===== config.mk =====
export PLATFORM = sky130hd
export DESIGN_NAME = sltx_core
export DESIGN_NICKNAME = d
export VERILOG_FILES = /design/src/logic/sltx_pkg.sv /design/src/logic/sltx_core.sv
export VERILOG_INCLUDE_DIRS = /design/src /design/src/logic
export SDC_FILE = /design/constraint.sdc
export NUM_CORES = 1
export LEC_CHECK = 0
export BUFFER_PORTS_ARGS = -buffer_cell sky130_fd_sc_hd__clkbuf_2
export CORE_MARGIN = 3
export CORE_UTILIZATION = 28
export CTS_CLUSTER_SIZE = 24
export DETAILED_ROUTE_END_ITERATION = 8
export PLACE_DENSITY = 0.52
export SETUP_SLACK_MARGIN = 0.3
export SLEW_MARGIN = 20
export SYNTH_ARGS = -nofsm -noshare
export SYNTH_HDL_FRONTEND = slang
export SYNTH_SLANG_ARGS = --single-unit

===== constraint.sdc =====
create_clock -name clk_i -period 3.65 [get_ports clk_i]
set_input_delay 0.365 -clock clk_i [delete_from_list [all_inputs] [get_ports clk_i]]
set_output_delay 0.365 -clock clk_i [all_outputs]
set_load 0.01 [all_outputs]

===== src/logic/sltx_regs.svh =====
// register offsets, field positions, reset values and timing counts for the serial transmitter
`ifndef SLTX_REGS_SVH
`define SLTX_REGS_SVH
// Notes on behaviour
// - word length 8 or 9 by select; ninth bit comes from ninth_tx_bit field
// - data leaves the serial pin least significant bit first
// - when enabled, shift register drives serial out with matching clock pulses
// - holding-empty clears only on status read followed by data write
// - holding-empty set by hardware; irq when enable bit 7 and mask clear
// - data written while busy waits in holding buffer until character ends
// - data written while idle loads shifter, starts, holding-empty set at once
// - frame-done set after stop bit or break; irq with bit 6 and mask clear
// - frame-done clears by same status-read then data-write sequence
// - send-break bit 0 repeats breaks sized by word length; then one high bit
// - lin master mode makes break 13 low bits; software keeps 8-bit words
// - setting transmit enable sends one idle frame before first data
// - enable toggled off-on mid word: idle after word, holding data dropped
// - one bit time delay after enable before transmission starts
// - break bit set then cleared sends one break word after current word
// - receiver irq enable bit 5 requests irq on overrun or receive full
// - idle irq enable bit 4 requests irq when idle-line flag set
// - receiver enable bit 2 starts start-bit hunting; clear disables receiver
// - mute bit 1 set and cleared by software, cleared by hardware wake-up
// - with address-mark wake-up, mute writes ignored while receive full set
// - start bit low, stop bit high on every character
// - idle frame is 10 high bit times in 8-bit mode, 11 in 9-bit mode

// ----------------------------------------
// register byte addresses
// ----------------------------------------
`define SLTX_STATUS_ADDR 8'h00
`define SLTX_DATA_ADDR 8'h04
`define SLTX_CTRL1_ADDR 8'h08
`define SLTX_CTRL2_ADDR 8'h0C

// ----------------------------------------
// field positions
// ----------------------------------------
`define SLTX_C2_HOLD_IE 7
`define SLTX_C2_DONE_IE 6
`define SLTX_C2_RX_IE 5
`define SLTX_C2_IDLE_IE 4
`define SLTX_C2_TX_EN 3
`define SLTX_C2_RX_EN 2
`define SLTX_C2_MUTE 1
`define SLTX_C2_BREAK 0
`define SLTX_C1_NINTH 6
`define SLTX_C1_WORD9 4
`define SLTX_C1_WAKE 3
`define SLTX_C1_LIN 1
`define SLTX_SR_HOLD 7
`define SLTX_SR_DONE 6
`define SLTX_SR_FULL 5
`define SLTX_SR_IDLE 4
`define SLTX_SR_OVR 3

// ----------------------------------------
// reset values and frame lengths
// ----------------------------------------
`define SLTX_CTRL2_RST 8'h00
`define SLTX_CTRL1_RST 8'h00
`define SLTX_LEN8 4'hA
`define SLTX_LEN9 4'hB
`define SLTX_LIN_BREAK 4'hD
`endif


===== src/logic/sltx_pkg.sv =====
// types for the serial transmitter
package sltx_pkg;
    typedef enum logic [2:0] {
        SLTX_OFF,
        SLTX_WAIT,
        SLTX_IDLE_FR,
        SLTX_READY,
        SLTX_DATA_FR,
        SLTX_BREAK_FR,
        SLTX_MARK
    } sltx_state_e;
    typedef struct packed {
        logic [7:0] adr;
        logic [7:0] dat;
        logic we;
        logic stb;
    } sltx_req_s;
    typedef struct packed {
        logic overrun;
        logic rx_full;
        logic idle_line;
        logic wake_seen;
    } sltx_rx_s;
endpackage


===== src/logic/sltx_core.sv =====
// transmit path and control register two of the serial interface, wishbone slave
//
// Design decisions made here: register access over Wishbone and the address map.
`timescale 1ns/1ps
`include "sltx_regs.svh"
module sltx_core (
    input wire logic clk_i,
    input wire logic rst_i,
    input wire logic cyc_i,
    input wire logic stb_i,
    input wire logic we_i,
    input wire logic [7:0] adr_i,
    input wire logic [3:0] sel_i,
    input wire logic [31:0] dat_i,
    output logic [31:0] dat_o,
    output logic ack_o,
    input wire logic baud_tick_i,
    input wire logic irq_mask_i,
    input wire sltx_pkg::sltx_rx_s rx_i,
    output logic tx_o,
    output logic sclk_o,
    output logic tx_active_o,
    output logic rx_enable_o,
    output logic mute_o,
    output logic irq_o
);
    import sltx_pkg::*;

    // ----------------------------------------
    // bus slave
    // ----------------------------------------
    logic ack_r;
    logic [31:0] dat_r;
    logic [7:0] ctrl2_r;
    logic [7:0] ctrl1_r;
    logic hold_empty_r;
    logic done_r;
    logic status_seen_r;
    sltx_req_s req;
    logic acc;
    logic wr_data;
    logic rd_status;
    logic wr_ctrl2;
    logic wr_ctrl1;
    logic [7:0] status_v;

    assign req = '{adr: adr_i, dat: dat_i[7:0], we: we_i, stb: cyc_i & stb_i};
    assign acc = req.stb & ~ack_r;
    assign ack_o = ack_r;
    assign dat_o = dat_r;

    function automatic logic hit(input logic [7:0] a, input logic [7:0] b);
        hit = (a == b);
    endfunction

    assign wr_data = acc & req.we & sel_i[0] & hit(req.adr, `SLTX_DATA_ADDR);
    assign wr_ctrl2 = acc & req.we & sel_i[0] & hit(req.adr, `SLTX_CTRL2_ADDR);
    assign wr_ctrl1 = acc & req.we & sel_i[0] & hit(req.adr, `SLTX_CTRL1_ADDR);
    assign rd_status = acc & ~req.we & hit(req.adr, `SLTX_STATUS_ADDR);

    always_comb begin
        status_v = 8'h00;
        status_v[`SLTX_SR_HOLD] = hold_empty_r;
        status_v[`SLTX_SR_DONE] = done_r;
        status_v[`SLTX_SR_FULL] = rx_i.rx_full;
        status_v[`SLTX_SR_IDLE] = rx_i.idle_line;
        status_v[`SLTX_SR_OVR] = rx_i.overrun;
    end

    // one wait state; unmapped reads return zero, writes ignored
    always_ff @(posedge clk_i) begin
        if (rst_i) begin
            ack_r <= 1'b0;
            dat_r <= 32'h0000_0000;
        end else begin
            ack_r <= acc;
            if (acc && !req.we) begin
                if (hit(req.adr, `SLTX_STATUS_ADDR)) begin
                    dat_r <= {24'h00_0000, status_v};
                end else if (hit(req.adr, `SLTX_CTRL2_ADDR)) begin
                    dat_r <= {24'h00_0000, ctrl2_r};
                end else if (hit(req.adr, `SLTX_CTRL1_ADDR)) begin
                    dat_r <= {24'h00_0000, ctrl1_r};
                end else begin
                    dat_r <= 32'h0000_0000;
                end
            end
        end
    end

    // ----------------------------------------
    // control registers
    // ----------------------------------------
    always_ff @(posedge clk_i) begin
        if (rst_i) begin
            ctrl1_r <= `SLTX_CTRL1_RST;
        end else if (wr_ctrl1) begin
            ctrl1_r <= req.dat;
        end
    end

    logic mute_lock;
    assign mute_lock = ctrl1_r[`SLTX_C1_WAKE] & rx_i.rx_full;

    always_ff @(posedge clk_i) begin
        if (rst_i) begin
            ctrl2_r <= `SLTX_CTRL2_RST;
        end else begin
            if (wr_ctrl2) begin
                ctrl2_r[7:2] <= req.dat[7:2];
                ctrl2_r[`SLTX_C2_BREAK] <= req.dat[`SLTX_C2_BREAK];
                if (!mute_lock) begin
                    ctrl2_r[`SLTX_C2_MUTE] <= req.dat[`SLTX_C2_MUTE];
                end
            end
            // hardware wake wins over a software write in the same cycle
            if (rx_i.wake_seen) begin
                ctrl2_r[`SLTX_C2_MUTE] <= 1'b0;
            end
        end
    end

    assign rx_enable_o = ctrl2_r[`SLTX_C2_RX_EN];
    assign mute_o = ctrl2_r[`SLTX_C2_MUTE];

    // ----------------------------------------
    // transmitter
    // ----------------------------------------
    sltx_state_e state_r;
    logic [8:0] shift_r;
    logic [3:0] cnt_r;
    logic [7:0] hold_r;
    logic hold_full_r;
    logic hold_ninth_r;
    logic tx_r;
    logic sclk_r;
    logic te_d_r;
    logic te_off_seen_r;
    logic brk_d_r;
    logic brk_pulse_r;
    logic word9;
    logic te;
    logic brk;
    logic [3:0] frame_len;
    logic [3:0] break_len;
    logic frame_end;
    logic load_direct;
    logic load_hold;
    logic start_break;

    assign word9 = ctrl1_r[`SLTX_C1_WORD9];
    assign te = ctrl2_r[`SLTX_C2_TX_EN];
    assign brk = ctrl2_r[`SLTX_C2_BREAK];
    assign frame_len = word9 ? `SLTX_LEN9 : `SLTX_LEN8;
    assign break_len = ctrl1_r[`SLTX_C1_LIN] ? `SLTX_LIN_BREAK : frame_len;
    assign frame_end = baud_tick_i && cnt_r == 4'h1;
    assign start_break = brk | brk_pulse_r;
    assign load_direct = wr_data && state_r == SLTX_READY && !hold_full_r && !start_break;
    assign load_hold = state_r == SLTX_READY && hold_full_r && !start_break;

    // catch a break bit that was set and cleared while a word was busy
    always_ff @(posedge clk_i) begin
        if (rst_i) begin
            brk_d_r <= 1'b0;
            brk_pulse_r <= 1'b0;
        end else begin
            brk_d_r <= brk;
            if (brk_d_r && !brk && state_r != SLTX_READY) begin
                brk_pulse_r <= 1'b1;
            end else if (state_r == SLTX_BREAK_FR) begin
                brk_pulse_r <= 1'b0;
            end
        end
    end

    // an off-on pulse on the enable during a word requests an idle preamble
    always_ff @(posedge clk_i) begin
        if (rst_i) begin
            te_d_r <= 1'b0;
            te_off_seen_r <= 1'b0;
        end else begin
            te_d_r <= te;
            if (!te && state_r != SLTX_OFF && state_r != SLTX_READY) begin
                te_off_seen_r <= 1'b1;
            end else if (state_r == SLTX_IDLE_FR || state_r == SLTX_OFF) begin
                te_off_seen_r <= 1'b0;
            end
        end
    end

    always_ff @(posedge clk_i) begin
        if (rst_i) begin
            state_r <= SLTX_OFF;
            cnt_r <= 4'h0;
            shift_r <= 9'h1FF;
        end else begin
            case (state_r)
                SLTX_OFF: begin
                    if (te) begin
                        state_r <= SLTX_WAIT;
                        cnt_r <= 4'h1;
                    end
                end
                SLTX_WAIT: begin
                    if (frame_end) begin
                        state_r <= SLTX_IDLE_FR;
                        cnt_r <= frame_len;
                    end
                end
                SLTX_IDLE_FR: begin
                    if (frame_end) begin
                        state_r <= SLTX_READY;
                    end else if (baud_tick_i) begin
                        cnt_r <= cnt_r - 4'h1;
                    end
                end
                SLTX_READY: begin
                    if (!te) begin
                        state_r <= SLTX_OFF;
                    end else if (start_break) begin
                        state_r <= SLTX_BREAK_FR;
                        cnt_r <= break_len + 4'h1;
                    end else if (load_direct || load_hold) begin
                        state_r <= SLTX_DATA_FR;
                        cnt_r <= frame_len + 4'h1;
                        if (load_direct) begin
                            shift_r <= {ctrl1_r[`SLTX_C1_NINTH], req.dat};
                        end else begin
                            shift_r <= {hold_ninth_r, hold_r};
                        end
                    end
                end
                SLTX_DATA_FR: begin
                    if (frame_end) begin
                        // a re-enable mid word goes to the idle preamble
                        state_r <= te_off_seen_r ? SLTX_WAIT : SLTX_READY;
                        cnt_r <= 4'h1;
                    end else if (baud_tick_i) begin
                        cnt_r <= cnt_r - 4'h1;
                        if (cnt_r < frame_len) begin
                            shift_r <= {1'b1, shift_r[8:1]};
                        end
                    end
                end
                SLTX_BREAK_FR: begin
                    if (frame_end) begin
                        if (brk) begin
                            cnt_r <= break_len;
                        end else begin
                            state_r <= SLTX_MARK;
                            cnt_r <= 4'h1;
                        end
                    end else if (baud_tick_i) begin
                        cnt_r <= cnt_r - 4'h1;
                    end
                end
                SLTX_MARK: begin
                    if (frame_end) begin
                        state_r <= SLTX_READY;
                    end
                end
                default: begin
                    state_r <= SLTX_OFF;
                end
            endcase
        end
    end

    // slot above frame_len waits for a tick, so the start bit is a full bit
    logic [3:0] pos;
    assign pos = frame_len - cnt_r;

    always_comb begin
        tx_r = 1'b1;
        if (state_r == SLTX_DATA_FR && cnt_r <= frame_len) begin
            if (pos == 4'h0) begin
                tx_r = 1'b0;
            end else if (cnt_r == 4'h1) begin
                tx_r = 1'b1;
            end else begin
                tx_r = shift_r[0];
            end
        end else if (state_r == SLTX_BREAK_FR && cnt_r <= break_len) begin
            tx_r = 1'b0;
        end
    end

    logic tx_q_r;
    always_ff @(posedge clk_i) begin
        if (rst_i) begin
            tx_q_r <= 1'b1;
            sclk_r <= 1'b0;
        end else begin
            tx_q_r <= tx_r;
            // clock pulse marks each data bit
            sclk_r <= baud_tick_i && state_r == SLTX_DATA_FR && cnt_r < frame_len && cnt_r != 4'h1;
        end
    end
    assign tx_o = tx_q_r;
    assign sclk_o = sclk_r;
    assign tx_active_o = state_r == SLTX_DATA_FR || state_r == SLTX_BREAK_FR;

    // ----------------------------------------
    // holding buffer and flags
    // ----------------------------------------
    logic clr_seq;
    assign clr_seq = wr_data & status_seen_r;

    always_ff @(posedge clk_i) begin
        if (rst_i) begin
            status_seen_r <= 1'b0;
        end else if (rd_status) begin
            status_seen_r <= 1'b1;
        end else if (wr_data) begin
            status_seen_r <= 1'b0;
        end
    end

    always_ff @(posedge clk_i) begin
        if (rst_i) begin
            hold_full_r <= 1'b0;
            hold_r <= 8'h00;
            hold_ninth_r <= 1'b0;
        end else begin
            if (state_r == SLTX_OFF || (te_off_seen_r && te && !te_d_r)) begin
                hold_full_r <= 1'b0;
            end else if (wr_data && !load_direct) begin
                hold_full_r <= 1'b1;
                hold_r <= req.dat;
                hold_ninth_r <= ctrl1_r[`SLTX_C1_NINTH];
            end else if (load_hold) begin
                hold_full_r <= 1'b0;
            end
        end
    end

    // set wins over a same-cycle clear for frame-done and for a direct load; a clearing data write beats the other holding-empty sets
    always_ff @(posedge clk_i) begin
        if (rst_i) begin
            hold_empty_r <= 1'b1;
            done_r <= 1'b0;
        end else begin
            if (load_direct || (load_hold && !wr_data) || (!hold_full_r && !wr_data)) begin
                hold_empty_r <= 1'b1;
            end else if (clr_seq) begin
                hold_empty_r <= 1'b0;
            end
            if (frame_end && (state_r == SLTX_DATA_FR || state_r == SLTX_BREAK_FR)) begin
                done_r <= 1'b1;
            end else if (clr_seq) begin
                done_r <= 1'b0;
            end
        end
    end

    // ----------------------------------------
    // interrupt request
    // ----------------------------------------
    always_comb begin
        irq_o = 1'b0;
        if (!irq_mask_i) begin
            irq_o = (ctrl2_r[`SLTX_C2_HOLD_IE] & hold_empty_r)
                | (ctrl2_r[`SLTX_C2_DONE_IE] & done_r)
                | (ctrl2_r[`SLTX_C2_RX_IE] & (rx_i.overrun | rx_i.rx_full))
                | (ctrl2_r[`SLTX_C2_IDLE_IE] & rx_i.idle_line);
        end
    end

    // ----------------------------------------
    // assertions
    // ----------------------------------------
    a_ack_one_cycle: assert property (@(posedge clk_i) disable iff (rst_i)
        ack_r |=> !ack_r) else $error("ack held too long");
    a_start_bit_low: assert property (@(posedge clk_i) disable iff (rst_i)
        (state_r == SLTX_DATA_FR && pos == 4'h0) |=> !tx_o) else $error("start bit not low");
    a_break_low: assert property (@(posedge clk_i) disable iff (rst_i)
        (state_r == SLTX_BREAK_FR && cnt_r <= break_len) |=> !tx_o) else $error("break not low");
    a_idle_high: assert property (@(posedge clk_i) disable iff (rst_i)
        (state_r == SLTX_IDLE_FR || state_r == SLTX_READY) |=> tx_o) else $error("idle not high");
    a_done_sets: assert property (@(posedge clk_i) disable iff (rst_i)
        (frame_end && state_r == SLTX_DATA_FR) |=> done_r) else $error("frame done missing");
    a_direct_empty: assert property (@(posedge clk_i) disable iff (rst_i)
        load_direct |=> hold_empty_r && state_r == SLTX_DATA_FR) else $error("direct load wrong");
    a_clear_seq: assert property (@(posedge clk_i) disable iff (rst_i)
        (wr_data && !status_seen_r && !hold_empty_r) |=> !hold_empty_r) else $error("bad clear");
    a_irq_masked: assert property (@(posedge clk_i) disable iff (rst_i)
        irq_mask_i |-> !irq_o) else $error("irq while masked");
    a_mute_lock: assert property (@(posedge clk_i) disable iff (rst_i)
        (wr_ctrl2 && mute_lock && !rx_i.wake_seen) |=> $stable(mute_o)) else $error("mute changed");
    a_enable_delay: assert property (@(posedge clk_i) disable iff (rst_i)
        (state_r == SLTX_OFF && te) |=> state_r == SLTX_WAIT) else $error("no enable delay");
    c_data_frame: cover property (@(posedge clk_i) frame_end && state_r == SLTX_DATA_FR);
    c_break_frame: cover property (@(posedge clk_i) state_r == SLTX_BREAK_FR);
    c_hold_load: cover property (@(posedge clk_i) load_hold);
endmodule


==> results.toml, run 1 <==
[yosys]
postSynthCellCount = 450
synth-seq-area-share_pct = 33.0
ys_types = 70
syn-cell-area_um2 = 3640
synth_edf_count = 0
synth-seq-cells = 60
synth_ff_type = "dfxtp_1"
synth.avg_cell_area_um2 = 8.09
ys_async_sr_fraction_pct = 0
yosysWarnings = 0

[sta]
hold_ws_ns = 0.197
finalSetupTns_ns = 0
fin_skew_ns = 0.00645
slew_headroom_pct = 37.7
post-route-min-period_ns = 2.55
setup_slack_ns = 1.10
fin_crit_sh_pct = 69.9
grt_setup_unrepaired = "false"
finalHoldViolations = 0
max_clock_freq_ghz = 0.392
finalSetupViolCount = 0
max_slew.worst_pin.slew_ns = 0.928
slew_violations = 0

[critical_path]
cpMostUsedCell = "ha_1"
crit_path_max_fanout = 18
cp_slowest_cell = "a2111oi_2"
critical_path_class = "register to register"
r2r_start = "ctrl1_r[4]"
critPathCapture = "shift_r[4]"
rr_worst_depth = 8
cpPeakStageDelay_ns = 0.50
required_ns = 3.89
r2r_slack_ns = 1.10
cp-startpoint = "ctrl1_r[4]"
cp.arrival_ns = 2.79
critPathCaptureType = "register"
worst_setup_path_start_kind = "register"
worstPathCellList = "inv_1 > ha_1 > ha_1 > a211o_1 > a2111oi_2 > a311oi_2 > buf_4 > o31ai_1"
worstReg2RegEnd = "shift_r[4]"

[die]
pin_count = 94
die_x_um = 120
core_area_um2 = 12700
start_util_pct = 28.7
die_h_um = 120
row_count = 41
dieArea_um2 = 14400

[route]
antenna_left = 0
first_pass_iters = 4
via_count = 3243
vias_per_cell = 4.95
route.detailed.drc = 0
drt_iter0_markers = 125
wl_um = 9320
routedWlPerCell_um = 14.2

[placement]
dp_hpwl_um = 6900
pre_cts_ws_ns = 1.09
gp_congestion = 0.771
numPortBuffers = 42
place_area_um2 = 3860

[cells_and_area]
drive_above_1_share_pct = 18.8
multi_input_area_um2 = 2160
n_fill_cell = 1379
final_common_cell = "dfxtp_1"
fin_nets = 543
register_area_um2 = 1200
area_growth_pct = 14.1
layout_common_cells = "dfxtp_1, nor2_1, nand2_1"
stdcell_area_um2 = 4150
insertedDiodeCount = 0

[grt]
grt_max_degree = 37
grt_first_pass_wirelength_um = 15400
antenna_found_initial = 0
overflow = 0
grt_pass1_vias = 3057
grt_use_total_pct = 13.3

[clock_network]
clock_sinks = 60
postCtsHoldBufs = 0
clock-root-buffer = "clkbuf_16"
htree_levels = 3
clkTransAtPathRegs_ns = 0.05
clk_path_buf_depth = 2
cts_setup_buffers = 0
cts_resized = 0
cts_tree = "done"
worstSkewPairLatency_ns = 0.33
cts_buffers = 9

[pwr]
powerDensity_nw_per_um2 = 381
p_total_uw = 1580
power.leakage_uw = 0.00152
vdd_drop_max_v = 0.000239

[min_path]
min-delay-path-class = "primary input to register"

[job]
max_cap_viol_count = 0

[run_status]
status = "complete, no violations"
-- metal layers --
layer  vias to the layer above  global-route usage (%)  wire, um
met5                         -                       0         0
met4                         0                    4.51       165
met3                        12                    2.40       311
met2                        71                    22.3      4550
met1                      1527                    17.3      4290
li1                       1633                       -         -
-- report_power, final --
part	switching [uW]	internal (uW)	total [uW]
clock network	314	528	842
registers	1.58	659	660
logic	57.3	24.0	81.3
-- through the flow --
| step | util [%] | std cells |
|---|---|---|
| 2_1_floorplan | - | 473 |
| 3_3_place_gp | 30.5 | 639 |
| 3_5_place_dp | 30.5 | 639 |
| 4_1_cts | 32.8 | 655 |
| 5_1_grt | 32.8 | 655 |
| 6_report | 32.8 | 655 |
-- critical path: cells and delay by family, from the launching register on --
kind                     cells  cell delay (ns)
AO/OA/AOI/OAI                4             1.13
adder cells (fa/ha/maj)      2             0.47
flip-flops                   1             0.45
buffers and inverters        2             0.40
-- cell families after synthesis --
kind of cell | count (synthesis) | share of synthesized area [%]
other | 1 | 0.103
AND/OR/NAND/NOR | 164 | 23.4
multiplexers | 21 | 5.78
adder cells (fa/ha/maj) | 10 | 3.44
AO/OA/AOI/OAI | 127 | 23.5
flip-flops | 60 | 33.0
XOR/XNOR | 3 | 0.722
buffers and inverters | 64 | 10.1
-- how the worst min path moves through the flow --
stage | cells after the start | slack [ns] | start | endpoint
3_3_place_gp | 2 | 0.44 | status_seen_r | status_seen_r
4_1_cts | 2 | 0.19 | rx_i[0] | ctrl2_r[1]
6_report | 2 | 0.20 | rx_i[0] | ctrl2_r[1]
2_1_floorplan | 2 | 0.43 | ctrl1_r[0] | ctrl1_r[0]
3_5_place_dp | 2 | 0.45 | ctrl1_r[0] | ctrl1_r[0]
5_1_grt | 2 | 0.20 | rx_i[0] | ctrl2_r[1]
-- cell type report --
class | count | share of cell area, %
multi-input combinational | 349 | 52.0
sequential | 60 | 28.9
timing repair buffer | 46 | 5.79
tap | 172 | 5.18
clock inverter | 6 | 1.54
clock buffer | 10 | 5.52
inverter | 12 | 1.08
-- state kept, by name, indices dropped and copies added (netlist names), 3 cells and up --
signal / flops
cnt_r: 4
ctrl1_r: 8
dat_o: 8
ctrl2_r: 8
state_r: 3
hold_r: 8
shift_r: 9
-- cells in the mapped netlist (all sizes together), types with 3 or more instances --
master,number,area share [%]
a21oi,47,7.2
a221oi,3,0.72
a31o,10,2.4
a31oi,6,1.0
and2,3,0.52
buf,39,7.5
clkbuf,13,1.3
dfxtp,60,33
ha,10,3.4
inv,12,1.2
mux2i,21,5.8
nand2,44,4.6
nand2b,5,0.86
nand3,8,1.1
nor2,50,5.2
nor2b,11,1.9
nor3,18,2.6
nor4,4,1.4
o211ai,5,1.0
o21ai,21,2.9
o22ai,4,0.69
o31ai,10,2.2
or4,3,0.72
(Power assumes the default switching activity.)
==> run 2, diff against run 1 <==
==> constraint.sdc (replaced) <==
create_clock -name clk_i -period 2.6 [get_ports clk_i]
set_input_delay 0.26 -clock clk_i [delete_from_list [all_inputs] [get_ports clk_i]]
set_output_delay 0.26 -clock clk_i [all_outputs]
set_load 0.01 [all_outputs]
==> results.toml, run 2 (synthesis results as in run 1) <==
[cells_and_area]
largest_reg_flops = 9
layout_common_cells = "dfxtp_1, nor2_1, nand2_1"
area_growth_pct = 18.1
insertedDiodeCount = 0
regMostFlops = "shift_r"
n_fill_cell = 1361
fin_nets = 556
drive_above_1_share_pct = 21.0
final_common_cell = "dfxtp_1"

[placement]
pre_cts_ws_ns = 0.315
numPortBuffers = 42
gp_congestion = 0.806
dp_hpwl_um = 7010

[route]
drt_iter0_markers = 112
routedWlPerCell_um = 14.6
antenna_left = 0
vias_per_cell = 5.02
wl_um = 9750
via_count = 3353
route.detailed.drc = 0
first_pass_iters = 4

[die]
dieArea_um2 = 14400
start_util_pct = 28.7
pin_count = 94
core_area_um2 = 12700
die_h_um = 120
row_count = 41
die_x_um = 120

[job]
max_cap_viol_count = 0

[critical_path]
critical_path_class = "register to register"
required_ns = 2.85
cp.arrival_ns = 2.41
path_delay_family = "simple AND/OR/NAND/NOR gates"
rr_worst_depth = 7
crit_path_max_fanout = 7
worstReg2RegEnd = "cnt_r[3]"
critPathCaptureType = "register"
worst_setup_path_start_kind = "register"
cp_slowest_cell = "or4_1"
cpPeakStageDelay_ns = 0.53
worstPathCellList = "buf_4 > ha_1 > and4bb_4 > a211oi_1 > a311oi_2 > or4_1 > a21oi_1"
r2r_slack_ns = 0.44
crit_buf_inv = 1
r2r_start = "cnt_r[0]"

[sta]
finalSetupTns_ns = 0
post-route-min-period_ns = 2.16
slew_headroom_pct = 62.8
fin_skew_ns = 0.00759
fin_crit_sh_pct = 82.9
finalSetupViolCount = 0
slew_violations = 0
max_clock_freq_ghz = 0.464
grt_setup_unrepaired = "true"
finalHoldViolations = 0
max_slew.worst_pin.slew_ns = 0.559
setup_slack_ns = 0.444

[clock_network]
clkTransAtPathRegs_ns = 0.05
clk_path_buf_depth = 2
clock-root-buffer = "clkbuf_16"
clock_sinks = 60
postCtsHoldBufs = 0
cts_buffers = 9
htree_levels = 3
cts_tree = "done"
worstSkewPairLatency_ns = 0.32

[run_status]
status = "complete, no violations"

[min_path]
hold-path-cell-count = 2
min_from = "rx_i[0]"
holdPathEnd = "ctrl2_r[1]"
min-delay-path-class = "primary input to register"

[pwr]
vdd_drop_max_v = 0.000342
power.leakage_uw = 0.00161
powerDensity_nw_per_um2 = 543
p_total_uw = 2330

[grt]
grt_pass1_vias = 3216
grt_first_pass_wirelength_um = 16000
antenna_found_initial = 0
grt_max_degree = 46
overflow = 0
grt_use_total_pct = 13.4
[run 2: changes by cell type in the layout (fill, tap and decap cells not counted), sizes merged]
cell,before,now
buf,4,17
clkbuf,52,54
bufinv,1,2
clkinv,2,1
clkinvlp,2,1
inv,13,12
[run 2: final cells by class]
cell class	instances	area [um^2]	area share [%]
multi-input combinational	349	2180	50.6
sequential	60	1200	27.9
timing repair buffer	59	342	7.95
clock buffer	12	246	5.74
tap	172	215	5.01
clock inverter	4	72.6	1.69
inverter	12	45.0	1.05
[run 2: what timing repair did]
item	in CTS	in global routing
gates resized for setup	0	3
setup endpoints to repair	0	10
setup buffers	0	0
[run 2: how the worst max path moves through the flow]
stage,start,endpoint,slack [ns],cells after the start
CTS,ctrl1_r[4],shift_r[0],0.31,9
global route,cnt_r[0],cnt_r[3],0.28,7
finish,cnt_r[0],cnt_r[3],0.44,7
floorplan,ctrl1_r[4],shift_r[1],0.40,9
detailed placement,ctrl1_r[4],shift_r[0],0.32,9
global placement,ctrl1_r[4],shift_r[0],0.34,9
[run 2: report_power, final]
part / total, uW / switching [uW] / internal (uW) / leakage (uW)
Combinational: 116 / 81.9 / 33.8 / 0.000972
Sequential: 927 / 2.23 / 924 / 0.000484
Clock: 1290 / 428 / 864 / 0.000153
[run 2: metal layers]
| layer | GRT usage [%] | share of wire, % | routed length [um] | vias up |
|---|---|---|---|---|
| li1 | - | - | - | 1662 |
| met1 | 17.7 | 46 | 4490 | 1605 |
| met2 | 22.4 | 49 | 4750 | 77 |
| met4 | 3.94 | 1.1 | 107 | 0 |
| met5 | 0 | 0 | 0 | - |
| met3 | 2.45 | 4.2 | 405 | 9 |
[run 2: through the flow]
step / hold slack, ns / instances / area (um^2) / utilization [%]
final: 0.102 / 668 / 4300 / 33.9
after CTS: 0.0956 / 668 / 4280 / 33.7
after global placement: 0.426 / 652 / 3960 / 31.2
after global routing: 0.103 / 668 / 4300 / 33.9
after floorplan: 0.339 / 473 / 3730 / -
after detailed placement: 0.434 / 652 / 3960 / 31.2
